[src/logic/pldseq_pkg.sv]
// Purpose: Shared constants for the program list and delete sequencer.
// Assumes: One 100 MHz clock; slot counter of nine slots.
// Notes: Micro ROM step numbers are decimal as used by the sequencer.
package pldseq_pkg;
  localparam int SLOT_COUNT = 9;
  localparam logic [3:0] SLOT_0 = 4'h0;
  localparam logic [3:0] SLOT_1 = 4'h1;
  localparam logic [3:0] SLOT_2 = 4'h2;
  localparam logic [3:0] SLOT_4 = 4'h4;
  localparam logic [3:0] SLOT_6 = 4'h6;
  localparam logic [3:0] SLOT_7 = 4'h7;
  localparam logic [3:0] SLOT_LAST = 4'h8;
  localparam logic [3:0] SLOT_RESET = 4'h0;
  localparam logic [7:0] STEP_NEW_ADDR = 8'd203;
  localparam logic [7:0] STEP_ADDR_LATCH = 8'd222;
  localparam logic [7:0] STEP_GROUP1 = 8'd223;
  localparam logic [7:0] STEP_GROUP2 = 8'd224;
  localparam logic [7:0] STEP_GROUP3 = 8'd225;
  localparam int CODE_W = 8;
  localparam logic [7:0] CODE_RESET = 8'h00;
  typedef enum logic [1:0] {
    PLD_IDLE = 2'b00,
    PLD_KEYIN = 2'b01,
    PLD_WAIT_PRINT = 2'b11
  } pld_list_state_type;
  typedef enum logic [1:0] {
    PLD_DEL_OFF = 2'b00,
    PLD_DEL_ARMED = 2'b01,
    PLD_DEL_ROUTE = 2'b11,
    PLD_DEL_DONE = 2'b10
  } pld_del_state_type;
endpackage

[src/logic/pld_code_reg.sv]
// Purpose: Group input register for the macro ROM, written on a strobe.
// Assumes: Strobe is a one-cycle pulse.
// Notes: Read data comes out of the register.
`timescale 1ns/10ps
module pld_code_reg
  import pldseq_pkg::*;
(
  input wire logic clk,
  input wire logic nrst,
  input wire logic load,
  input wire logic [CODE_W-1:0] din,
  output logic [CODE_W-1:0] dout
);
  always_ff @(posedge clk or negedge nrst) begin
    if (!nrst) begin
      dout <= CODE_RESET;
    end else if (load) begin
      dout <= din;
    end
  end
endmodule

[src/logic/pld_seq.sv]
// Purpose: List, macro ROM load and delete sequencing for the program store.
// Assumes: All inputs synchronous to CLK_SYS; low-active pulses shown as _N.
// Notes: Slot-referenced actions decode the internal nine-slot counter.
//
// How it works
// - Key release clears start, unblocking fetch control.
// - First idle fetch request presets fetch control.
// - Advance sets match; follow clears it; settle presets.
// - Idle exit permit on first slot-1 after settle.
// - Next cycle slot 4 transfers key code.
// - Transfer sets clear latch, clears fetch control.
// - Step 223 latches first input group.
// - Step 224 pulses second group clock slot 4.
// - Step 225 pulses both third clocks slot 4.
// - Step 222 address latch pulse in slot 4.
// - Address latch sets strobe; enable voltage low.
// - Capture slot 7, strobe clears slot 0.
// - Step 203 slot 1 loads new address.
// - Delete key holds erase mode until done.
// - Marker clear gate high through erase mode.
// - No marker clear before erase-or-null sets.
// - Start in erase sets flops, blocks idle exit.
// - Tick gate slot 6, then slots 2 and 7.
// - First data presets erase-insert, delayed path.
// - Marker sets match at slot 0 or 4.
// - Deleted word held in delay, path bypassed.
// - Mode clear ends operation, back to keyboard.
// - Blocked idle exit keeps micro ROM idle.
`timescale 1ns/10ps
module pld_seq
  import pldseq_pkg::*;
(
  input wire logic CLK_SYS,
  input wire logic NRST,
  input wire logic KEY_PRESS,
  input wire logic START_KEY,
  input wire logic DELETE_KEY,
  input wire logic RESET_KEY,
  input wire logic LIST_MODE,
  input wire logic NEXT_INSTR_FETCH,
  input wire logic ADVANCE_N,
  input wire logic MARKER_ZERO,
  input wire logic NULL_WORD,
  input wire logic FIRST_DATA,
  input wire logic PRINT_DONE,
  input wire logic PROGRAM_MODE_PULSE,
  input wire logic [7:0] MICRO_STEP,
  input wire logic [CODE_W-1:0] STORE_CODE,
  output logic [3:0] SLOT,
  output logic FETCH_REQUEST,
  output logic KEYCODE_TRANSFER_N,
  output logic IDLE_EXIT_PERMIT_N,
  output logic IDLE_EXIT_ENABLE,
  output logic FIRST_GROUP_CLOCK,
  output logic SECOND_GROUP_SELECT_N,
  output logic SECOND_GROUP_CLOCK,
  output logic THIRD_GROUP_SELECT_N,
  output logic THIRD_GROUP_CLOCK_A,
  output logic THIRD_GROUP_CLOCK_B,
  output logic ROM_ADDRESS_LATCH_N,
  output logic ROM_ENABLE_VOLTAGE,
  output logic ROM_CAPTURE,
  output logic ADDRESS_LOAD_STROBE_N,
  output logic ERASE_MODE_ACTIVE_N,
  output logic MARKER_CLEAR_GATE,
  output logic MARKER_CLEAR,
  output logic RECIRCULATION_TICK_N,
  output logic DELAYED_PATH_SELECT_A,
  output logic DELAYED_PATH_SELECT_B,
  output logic OPERATION_ENABLE,
  output logic MODE_CLEAR,
  output logic [CODE_W-1:0] KEYCODE_HOLD,
  output logic [CODE_W-1:0] GROUP1_DATA
);
  import pldseq_pkg::*;

  // --------------------------------------------------------------
  // Timing slots
  // --------------------------------------------------------------
  logic [3:0] slot;
  logic key_press_q;
  logic key_release;
  logic start_flop;
  logic settle_flop;
  logic settle_clear_latch;
  logic marker_match_flop;
  logic marker_follow_flop;
  logic next_cycle_arm;
  logic erase_insert_flop;
  logic erase_or_null_flop;
  logic del_permit;
  logic mode_clear_flop;
  logic tick_run;
  logic rom_strobe_flop;
  pld_list_state_type list_state;
  pld_del_state_type del_state;
  logic at_slot0or4;
  logic group1_load;

  pld_slot_counter u_slots (
    .clk(CLK_SYS),
    .nrst(NRST),
    .slot(slot)
  );

  assign at_slot0or4 = (slot == SLOT_0) || (slot == SLOT_4);
  assign key_release = key_press_q && !KEY_PRESS;

  always_ff @(posedge CLK_SYS or negedge NRST) begin
    if (!NRST) begin
      SLOT <= SLOT_RESET;
      key_press_q <= 1'b0;
    end else begin
      SLOT <= slot;
      key_press_q <= KEY_PRESS;
    end
  end

  // --------------------------------------------------------------
  // Start flop and idle exit enable
  // --------------------------------------------------------------
  always_ff @(posedge CLK_SYS or negedge NRST) begin
    if (!NRST) begin
      start_flop <= 1'b0;
    end else if (START_KEY && KEY_PRESS) begin
      start_flop <= 1'b1;
    end else if (key_release) begin
      start_flop <= 1'b0;
    end
  end

  always_ff @(posedge CLK_SYS or negedge NRST) begin
    if (!NRST) begin
      IDLE_EXIT_ENABLE <= 1'b0;
    end else begin
      // Blocked while a key is down or an edit mode is in force.
      IDLE_EXIT_ENABLE <= !KEY_PRESS && ERASE_MODE_ACTIVE_N;
    end
  end

  // --------------------------------------------------------------
  // Marker match and follow flops
  // --------------------------------------------------------------
  always_ff @(posedge CLK_SYS or negedge NRST) begin
    if (!NRST) begin
      marker_match_flop <= 1'b0;
    end else if (!ADVANCE_N) begin
      marker_match_flop <= 1'b1;
    end else if (MARKER_ZERO && at_slot0or4 && del_state == PLD_DEL_ROUTE) begin
      marker_match_flop <= 1'b1;
    end else if (marker_follow_flop) begin
      marker_match_flop <= 1'b0;
    end
  end

  // The follow flop clears the match flop within two cycles, so the delete path keeps its own
  // permission from the matching slot 0 or 4 until the next one.
  always_ff @(posedge CLK_SYS or negedge NRST) begin
    if (!NRST) begin
      del_permit <= 1'b0;
    end else if (del_state != PLD_DEL_ROUTE) begin
      del_permit <= 1'b0;
    end else if (MARKER_ZERO && at_slot0or4) begin
      del_permit <= 1'b1;
    end
  end

  always_ff @(posedge CLK_SYS or negedge NRST) begin
    if (!NRST) begin
      marker_follow_flop <= 1'b0;
    end else begin
      marker_follow_flop <= marker_match_flop && !marker_follow_flop;
    end
  end

  always_ff @(posedge CLK_SYS or negedge NRST) begin
    if (!NRST) begin
      KEYCODE_HOLD <= CODE_RESET;
    end else if (marker_follow_flop) begin
      KEYCODE_HOLD <= STORE_CODE;
    end
  end

  // --------------------------------------------------------------
  // Settle flop and settle-clear latch
  // --------------------------------------------------------------
  always_ff @(posedge CLK_SYS or negedge NRST) begin
    if (!NRST) begin
      settle_flop <= 1'b0;
    end else if (START_KEY && KEY_PRESS && !start_flop) begin
      settle_flop <= 1'b1;
    end else if (start_flop || (settle_clear_latch && slot == SLOT_6)) begin
      settle_flop <= 1'b0;
    end else if (marker_follow_flop) begin
      settle_flop <= 1'b1;
    end
  end

  always_ff @(posedge CLK_SYS or negedge NRST) begin
    if (!NRST) begin
      settle_clear_latch <= 1'b0;
    end else if (start_flop || !KEYCODE_TRANSFER_N) begin
      settle_clear_latch <= 1'b1;
    end else if (settle_flop == 1'b0 && !start_flop) begin
      settle_clear_latch <= 1'b0;
    end
  end

  // --------------------------------------------------------------
  // List fetch and key-code transfer
  // --------------------------------------------------------------
  always_ff @(posedge CLK_SYS or negedge NRST) begin
    if (!NRST) begin
      FETCH_REQUEST <= 1'b0;
    end else if (start_flop || KEY_PRESS || !KEYCODE_TRANSFER_N) begin
      FETCH_REQUEST <= 1'b0;
    end else if (LIST_MODE && NEXT_INSTR_FETCH && list_state == PLD_IDLE) begin
      FETCH_REQUEST <= 1'b1;
    end
  end

  always_ff @(posedge CLK_SYS or negedge NRST) begin
    if (!NRST) begin
      list_state <= PLD_IDLE;
      IDLE_EXIT_PERMIT_N <= 1'b1;
      KEYCODE_TRANSFER_N <= 1'b1;
      next_cycle_arm <= 1'b0;
    end else begin
      IDLE_EXIT_PERMIT_N <= 1'b1;
      KEYCODE_TRANSFER_N <= 1'b1;
      case (list_state)
        PLD_IDLE: begin
          if (settle_flop && IDLE_EXIT_ENABLE && slot == SLOT_1) begin
            IDLE_EXIT_PERMIT_N <= 1'b0;
            next_cycle_arm <= 1'b0;
            list_state <= PLD_KEYIN;
          end
        end
        PLD_KEYIN: begin
          if (slot == SLOT_LAST) begin
            next_cycle_arm <= 1'b1;
          end
          if (next_cycle_arm && slot == SLOT_4) begin
            KEYCODE_TRANSFER_N <= 1'b0;
            list_state <= PLD_WAIT_PRINT;
          end
        end
        PLD_WAIT_PRINT: begin
          // No return to idle until the current word is on paper.
          if (PRINT_DONE) begin
            list_state <= PLD_IDLE;
          end
        end
        default: begin
          list_state <= PLD_IDLE;
        end
      endcase
    end
  end

  // --------------------------------------------------------------
  // Macro ROM input groups
  // --------------------------------------------------------------
  assign group1_load = (MICRO_STEP == STEP_GROUP1) && (slot == SLOT_4);

  pld_code_reg u_group1 (
    .clk(CLK_SYS),
    .nrst(NRST),
    .load(group1_load),
    .din(KEYCODE_HOLD),
    .dout(GROUP1_DATA)
  );

  always_ff @(posedge CLK_SYS or negedge NRST) begin
    if (!NRST) begin
      FIRST_GROUP_CLOCK <= 1'b1;
      SECOND_GROUP_SELECT_N <= 1'b1;
      SECOND_GROUP_CLOCK <= 1'b1;
      THIRD_GROUP_SELECT_N <= 1'b1;
      THIRD_GROUP_CLOCK_A <= 1'b0;
      THIRD_GROUP_CLOCK_B <= 1'b0;
      ROM_ADDRESS_LATCH_N <= 1'b1;
      ADDRESS_LOAD_STROBE_N <= 1'b1;
    end else begin
      FIRST_GROUP_CLOCK <= !group1_load;
      SECOND_GROUP_SELECT_N <= MICRO_STEP != STEP_GROUP2;
      SECOND_GROUP_CLOCK <= !(MICRO_STEP == STEP_GROUP2 && slot == SLOT_4);
      THIRD_GROUP_SELECT_N <= MICRO_STEP != STEP_GROUP3;
      THIRD_GROUP_CLOCK_A <= MICRO_STEP == STEP_GROUP3 && slot == SLOT_4;
      THIRD_GROUP_CLOCK_B <= MICRO_STEP == STEP_GROUP3 && slot == SLOT_4;
      ROM_ADDRESS_LATCH_N <= !(MICRO_STEP == STEP_ADDR_LATCH && slot == SLOT_4);
      ADDRESS_LOAD_STROBE_N <= !(MICRO_STEP == STEP_NEW_ADDR && slot == SLOT_1);
    end
  end

  // --------------------------------------------------------------
  // Macro ROM strobe and capture
  // --------------------------------------------------------------
  always_ff @(posedge CLK_SYS or negedge NRST) begin
    if (!NRST) begin
      rom_strobe_flop <= 1'b0;
      ROM_ENABLE_VOLTAGE <= 1'b1;
      ROM_CAPTURE <= 1'b0;
    end else begin
      if (!ROM_ADDRESS_LATCH_N) begin
        rom_strobe_flop <= 1'b1;
      end else if (slot == SLOT_0) begin
        rom_strobe_flop <= 1'b0;
      end
      ROM_ENABLE_VOLTAGE <= !(rom_strobe_flop || !ROM_ADDRESS_LATCH_N) || slot == SLOT_0;
      ROM_CAPTURE <= rom_strobe_flop && slot == SLOT_7;
    end
  end

  // --------------------------------------------------------------
  // Delete sequence
  // --------------------------------------------------------------
  always_ff @(posedge CLK_SYS or negedge NRST) begin
    if (!NRST) begin
      del_state <= PLD_DEL_OFF;
      ERASE_MODE_ACTIVE_N <= 1'b1;
    end else if (RESET_KEY || mode_clear_flop) begin
      del_state <= PLD_DEL_OFF;
      ERASE_MODE_ACTIVE_N <= 1'b1;
    end else begin
      case (del_state)
        PLD_DEL_OFF: begin
          if (DELETE_KEY) begin
            ERASE_MODE_ACTIVE_N <= 1'b0;
            del_state <= PLD_DEL_ARMED;
          end
        end
        PLD_DEL_ARMED: begin
          if (FIRST_DATA && tick_run) begin
            del_state <= PLD_DEL_ROUTE;
          end
        end
        PLD_DEL_ROUTE: begin
          if (del_permit && at_slot0or4) begin
            del_state <= PLD_DEL_DONE;
          end
        end
        PLD_DEL_DONE: begin
          del_state <= PLD_DEL_DONE;
        end
        default: begin
          del_state <= PLD_DEL_OFF;
        end
      endcase
    end
  end

  always_ff @(posedge CLK_SYS or negedge NRST) begin
    if (!NRST) begin
      erase_insert_flop <= 1'b0;
    end else if (del_state == PLD_DEL_ARMED && FIRST_DATA && tick_run) begin
      erase_insert_flop <= 1'b1;
    end else if (del_permit && at_slot0or4 && del_state == PLD_DEL_ROUTE) begin
      erase_insert_flop <= 1'b0;
    end else if (RESET_KEY) begin
      erase_insert_flop <= 1'b0;
    end
  end

  always_ff @(posedge CLK_SYS or negedge NRST) begin
    if (!NRST) begin
      mode_clear_flop <= 1'b0;
    end else if (start_flop) begin
      mode_clear_flop <= 1'b0;
    end else begin
      mode_clear_flop <= del_permit && at_slot0or4 && del_state == PLD_DEL_ROUTE;
    end
  end

  always_ff @(posedge CLK_SYS or negedge NRST) begin
    if (!NRST) begin
      OPERATION_ENABLE <= 1'b0;
      MODE_CLEAR <= 1'b0;
    end else begin
      MODE_CLEAR <= mode_clear_flop;
      if (mode_clear_flop || RESET_KEY) begin
        OPERATION_ENABLE <= 1'b0;
      end else if (start_flop) begin
        OPERATION_ENABLE <= 1'b1;
      end
    end
  end

  always_ff @(posedge CLK_SYS or negedge NRST) begin
    if (!NRST) begin
      tick_run <= 1'b0;
      RECIRCULATION_TICK_N <= 1'b1;
    end else begin
      if (!OPERATION_ENABLE) begin
        tick_run <= 1'b0;
      end else if (!ERASE_MODE_ACTIVE_N && settle_clear_latch && slot == SLOT_6) begin
        tick_run <= 1'b1;
      end
      RECIRCULATION_TICK_N <= !(tick_run && (slot == SLOT_2 || slot == SLOT_7));
    end
  end

  always_ff @(posedge CLK_SYS or negedge NRST) begin
    if (!NRST) begin
      DELAYED_PATH_SELECT_A <= 1'b0;
      DELAYED_PATH_SELECT_B <= 1'b0;
    end else begin
      DELAYED_PATH_SELECT_A <= erase_insert_flop;
      DELAYED_PATH_SELECT_B <= erase_insert_flop;
    end
  end

  // --------------------------------------------------------------
  // Marker clear
  // --------------------------------------------------------------
  always_ff @(posedge CLK_SYS or negedge NRST) begin
    if (!NRST) begin
      erase_or_null_flop <= 1'b0;
    end else if (del_state == PLD_DEL_DONE || mode_clear_flop) begin
      erase_or_null_flop <= 1'b1;
    end else if (PROGRAM_MODE_PULSE) begin
      erase_or_null_flop <= 1'b0;
    end
  end

  always_ff @(posedge CLK_SYS or negedge NRST) begin
    if (!NRST) begin
      MARKER_CLEAR_GATE <= 1'b0;
      MARKER_CLEAR <= 1'b0;
    end else begin
      MARKER_CLEAR_GATE <= !ERASE_MODE_ACTIVE_N || (erase_or_null_flop && MARKER_CLEAR_GATE);
      // Clock blocked while erase mode holds, so no stray clear mid-edit.
      MARKER_CLEAR <= MARKER_CLEAR_GATE && erase_or_null_flop && NULL_WORD && ERASE_MODE_ACTIVE_N;
    end
  end
endmodule

[src/logic/pld_slot_counter.sv]
// Purpose: Repeating timing slot counter, slots 0 through 8.
// Assumes: Single system clock.
// Notes: Slot value comes straight from a register.
`timescale 1ns/10ps
module pld_slot_counter
  import pldseq_pkg::*;
(
  input wire logic clk,
  input wire logic nrst,
  output logic [3:0] slot
);
  always_ff @(posedge clk or negedge nrst) begin
    if (!nrst) begin
      slot <= SLOT_RESET;
    end else if (slot == SLOT_LAST) begin
      slot <= SLOT_RESET;
    end else begin
      slot <= slot + 4'h1;
    end
  end
endmodule

[config.mk]
export PLATFORM = sky130hd
export DESIGN_NAME = pld_seq
export DESIGN_NICKNAME = d
export VERILOG_FILES = /design/src/logic/pldseq_pkg.sv /design/src/logic/pld_code_reg.sv /design/src/logic/pld_seq.sv /design/src/logic/pld_slot_counter.sv
export SDC_FILE = /design/constraint.sdc
export NUM_CORES = 1
export LEC_CHECK = 0
export BUFFER_PORTS_ARGS = -buffer_cell sky130_fd_sc_hd__clkbuf_2
export CAP_MARGIN = 20
export CELL_PAD_IN_SITES_DETAIL_PLACEMENT = 0
export CELL_PAD_IN_SITES_GLOBAL_PLACEMENT = 2
export CORE_UTILIZATION = 33
export CTS_CLUSTER_DIAMETER = 40
export DETAILED_ROUTE_END_ITERATION = 12
export HOLD_SLACK_MARGIN = 0.02
export PLACE_DENSITY_LB_ADDON = 0.1
export SLEW_MARGIN = 5
export SYNTH_ARGS = -nofsm -noshare
export SYNTH_HDL_FRONTEND = slang
export SYNTH_SLANG_ARGS = --single-unit
[constraint.sdc]
create_clock -name CLK_SYS -period 2.5 [get_ports CLK_SYS]
set_input_delay 0.25 -clock CLK_SYS [delete_from_list [all_inputs] [get_ports CLK_SYS]]
set_output_delay 0.25 -clock CLK_SYS [all_outputs]
set_load 0.01 [all_outputs]
**Yosys cells after proc, flatten, opt, wreduce, memory -nomap -nowiden**

Index checks and enable logic that the tools add are counted.

- Bits of input ports: 30
- Logic and storage cells: 188
- Output and inout port bits: 42
- Register bits: 61

- Add/subtract/negate cells: 1
- Eq/ne operators: 29
- Reduce and logical (&&, ||, !) cells: 72
- Mux-type cells: 46
- Bitwise operators: 1

Operator list:

| kind | count |
|---|---|
| $eq 8x8->1 const B | 5 |
| $mux 1 | 35 |
| $logic_and 1x1->1 | 31 |
| $reduce_bool 2->1 | 9 |
| $ne 8x8->1 const B | 2 |
| $mux 2 | 7 |
| $eq 4x3->1 const B | 3 |
| $logic_not 1->1 | 12 |
| $logic_or 1x1->1 | 11 |
| $ne 3x3->1 const B | 3 |
| $reduce_and 3->1 | 3 |
| $ne 2x2->1 const B | 4 |
| $pmux 2 s4 | 1 |
| $eq 2x2->1 const B | 3 |
| $ne 2x1->1 const B | 3 |
| $pmux 2 s3 | 1 |
| $reduce_bool 3->1 | 2 |
| $add 4x1->4 const B | 1 |
| $eq 2x1->1 const B | 2 |
| $eq 4x1->1 const B | 1 |
| $eq 4x2->1 const B | 1 |
| $eq 4x4->1 const B | 1 |
| $logic_not 2->1 | 2 |
| $logic_not 4->1 | 1 |
| 5 further kinds | 5 |

**Depth between registers and ports, before layout**

- Depth in word-level cells: 6
- Mapped depth: 5
- Gate-level depth less buffers: 5

**Modules after synthesis**

From an unflattened synthesis, not the netlist that was laid out.

- Cells, all modules: 179
- Area total of the unflattened synthesis: 2404.8 µm²

Modules (own cells, without submodules):

| module | area an instance (µm²) | instances | seq. area each (µm²) | cells an instance |
|---|---|---|---|---|
| pld_seq | 1870.5 | 1 | 1239.9 | 145 |
| pld_code_reg | 331.6 | 1 | 200.2 | 17 |
| pld_slot_counter | 202.7 | 1 | 100.1 | 17 |

**Worst setup path after synthesis**

Ideal clock, no wire load.

- Path kind: flip-flop to flip-flop
- From: reg u_slots.slot[0]
- To: reg u_group1.dout[0]
- Data required time: 2.375 ns
- Buffers on the path: 0
- Slack: 0.647 ns
- Setup time: 0.125 ns
- Arrival time: 1.728 ns
- Stages on the path, launching flop included: 6
- Clock period less this slack: 1.853 ns
- Path through: dfrtp_1 > inv_1 > ha_1 > nand3b_4 > nor4_4 > mux2_2

- Word-level cells in the longest chain between the ends: 2

RTL lines:

| what | RTL line | RTL |
|---|---|---|
| start: declaration | pld_slot_counter.sv:10 | `output logic [3:0] slot` |
| start signal: assignment | pld_slot_counter.sv:18 | `slot <= slot + 4'h1;` |
| $eq 4x3->1 | pld_seq.sv:264 | `assign group1_load = (MICRO_STEP == STEP_GROUP1) && (slot == SLOT_4);` |
| $logic_and 1x1->1 | pld_seq.sv:264 |  |
| end signal: assignment | pld_code_reg.sv:18 | `dout <= din;` |
| end: declaration | pld_code_reg.sv:12 | `output logic [CODE_W-1:0] dout` |

Every way passes these cells.
A chain may end at the register's enable or synchronous reset.

**Final worst setup path**

Same ends and word-level chain as after synthesis.

==> out/metrics.yaml <==
status: "finished, final reports clean"
clockRootBuffer: "clkbuf_8"
reg2reg_slack_ps: 390
cts_buffers: 9
io_pins: 72
die_y_um: 86.7
cts_tree: "built"
placementRows: 30
wire_per_inst_um: 13.1
grt_pass1_vias: 1533
yosys_warnings: 0
numPortBuffers: 71
critPathArrivalTime_ps: 2320
synthDistinctLibCells: 37
path_cells: "inv_1 -> ha_1 -> nand3b_4 -> nor4_4 -> mux2_2"
synth_compound_area_share_pct: 5.97
insertion_delay_ps: 330
ff2ff_path_depth: 5
coreArea_um2: 6870
synthCells: 182
gp_congestion: 0.718
cp_top_family: "simple AND/OR/NAND/NOR gates"
vias: 1624
final_common_cell: "clkbuf_2"
slew_headroom_pct: 58.9
grt.total_usage_pct: 14.3
worst-path-max-fanout: 9
firstDrtPassIters: 4
drtIter0Drc: 98
use_met3_pct: 3.62
worst_pin_slew_ps: 611
synth_top_family_by_area: "simple AND/OR/NAND/NOR gates"
drv_slew: 0
synth_edf_count: 0
cp-start-kind: "flop"
hold_ws_ps: 91.3
yosys-mux-area-fraction_pct: 8.08
synth_area_um2: 2370
grt-ovfl-total: 0
die_area_um2: 7520
hold_path_class: "in2reg"
drv_cap: 0
start_util_pct: 34.5
die_w_um: 86.7
finalSetupTns_ps: 0
antenna_cells: 0
yosysSeqAreaShare_pct: 65.0
path_buf_inv: 1
max_freq_mhz: 474
synth-xor-area-share_pct: 0.370
cts_num_sinks: 61
synthAdderAreaFrac_pct: 2.11
power_mw: 2.41
peakVddDrop_uv: 215
p_leak_nw: 1.49
use_met2_pct: 18.8
post_layout_nonfiller_instances: 363
grt_max_degree: 40
async_flop_share_pct: 100
reg2reg_from: "u_slots.slot[0]"
dpl.cell_count: 346
grt_pass1_wl_mm: 7.88
ys_seq_elements: 61
slowest_stage: "nor4_4"
hpwl_mm: 3.37
clk_pin_slew_worst_paths_ps: 70
setup_viol: 0
antenna_found_initial: 0
period_needed_ps: 2110
setup.worst_path.end_class: "flop"
ctsResizeCount: 0
synth-main-ff-cell: "dfrtp_1"
yosys.area_share.simple_pct: 16.1
hold_violations: 0
area_delta_synth_final_pct: 29.0
finalCritPeriodShare_pct: 84.4
drc: 0
nets: 296
final_cell_mix: "clkbuf_2, dfrtp_1, mux2_2"
critPathKind: "reg2reg"
totalWireLength_mm: 4.77
regToRegEndpoint: "u_group1.dout[0]"
slowest_delay_ps: 610
hold_end: "marker_match_flop"
clock-skew-final_ps: 7.23
post_route_cells_drive_above_1_share_pct: 45.3
fin_ws_ps: 391
grtUsageMet1_pct: 20.8
drtAntennaViolNets: 0
pre_cts_slack_ps: 362
cp.required_ps: 2710
clockBufferDepth: 2
hold_depth: 2
syn_area_per_cell_um2: 13.0
hold_start: "ADVANCE_N"
power.density_nw_per_um2: 789
syn_nets: 216
htree_num_levels: 3
viasPerCell: 4.47
grt-busiest-layer: "met1"
rsz0062_at_grt: "false"
==> worst max path at each step <==
stage                          startpoint          endpoint  slack [ps]  depth (start not counted)
after floorplan           u_slots.slot[0]  u_group1.dout[0]         650                          5
after global placement    u_slots.slot[0]  u_group1.dout[1]         420                          5
after detailed placement  u_slots.slot[0]  u_group1.dout[4]         360                          5
after CTS                 u_slots.slot[0]  u_group1.dout[0]         330                          5
after global routing      u_slots.slot[0]  u_group1.dout[0]         200                          5
final                     u_slots.slot[0]  u_group1.dout[0]         390                          5
==> per-layer routing <==
layer  wire, um  part of all wire (%)
met2       2060                    43
met5          0                     0
met3        223                   4.7
met1       2400                    50
met4         87                   1.8
==> sequential cells by signal, indices dropped and copies added (netlist names), 2 cells and up <==
register,cells
u_slots.slot,4
list_state,2
SLOT,4
KEYCODE_HOLD,8
del_state,2
u_group1.dout,8
==> stage by stage <==
| stage | util, % | area, um2 |
|---|---|---|
| 2_1_floorplan | - | 2370 |
| 3_3_place_gp | 41.4 | 2850 |
| 3_5_place_dp | 41.4 | 2850 |
| 4_1_cts | 44.5 | 3060 |
| 5_1_grt | 44.5 | 3060 |
| 6_report | 44.5 | 3060 |
==> logic make-up (layout without fill, tap and decap cells) <==
family          Yosys count  count (layout)
simple gates             63              63
xor+xnor                  1               1
fa+ha+maj                 4               4
compound gates           23              23
buf+inv                  13              98
flops                    61              61
mux                      17              17
==> synthesized netlist by cell type (all sizes together), types with 2 or more instances <==
cell type   n  area share, %
dfrtp      50             53
mux2       17            8.1
nand2      13            2.1
nor2       12            1.9
dfstp      11             12
inv         8            1.3
o21ai       8            1.7
nand3       6            1.3
nor2b       6            1.6
a31oi       4            1.1
ha          4            2.1
o21a        4            1.3
a21oi       3           0.63
clkbuf      3           0.48
nand3b      3            1.5
nand4       3           0.79
nor3        3           0.63
and4b       2           0.85
buf         2           0.63
nand4b      2           0.74
nor3b       2           0.63
or2b        2           0.63
==> worst register-to-register path, delay by kind of cell, from the launching register on <==
family	cells	cell delay [ps]
muxes	1	400
DFF	1	430
adders and majority gates	1	290
buffers and inverters	1	100
and+or+nand+nor	2	760
==> where the power goes <==
group	leakage (nW)	switching (mW)	internal (mW)	total, mW
registers	0.754	0.104	1.10	1.21
logic	0.627	0.145	0.187	0.332
clock network	0.106	0.386	0.485	0.872
total	1.49	0.636	1.77	2.41
==> what timing repair did <==
item | 4_1_cts | 5_1_grt
endpoints found under the hold margin | 17 | 0
buffers inserted | 0 | 0
hold buffers | 1 | 0
==> layout make-up <==
class                           count  area [um2]
Clock inverter                      6        62.6
Timing Repair Buffer               74         393
Inverter                            8        30.0
Tap cell                           96         120
Multi-Input combinational cell    108         772
Fill cell                         674        3810
Clock buffer                       10         138
Sequential cell                    61        1540
No activity file was read; power rests on OpenSTA's default activity.
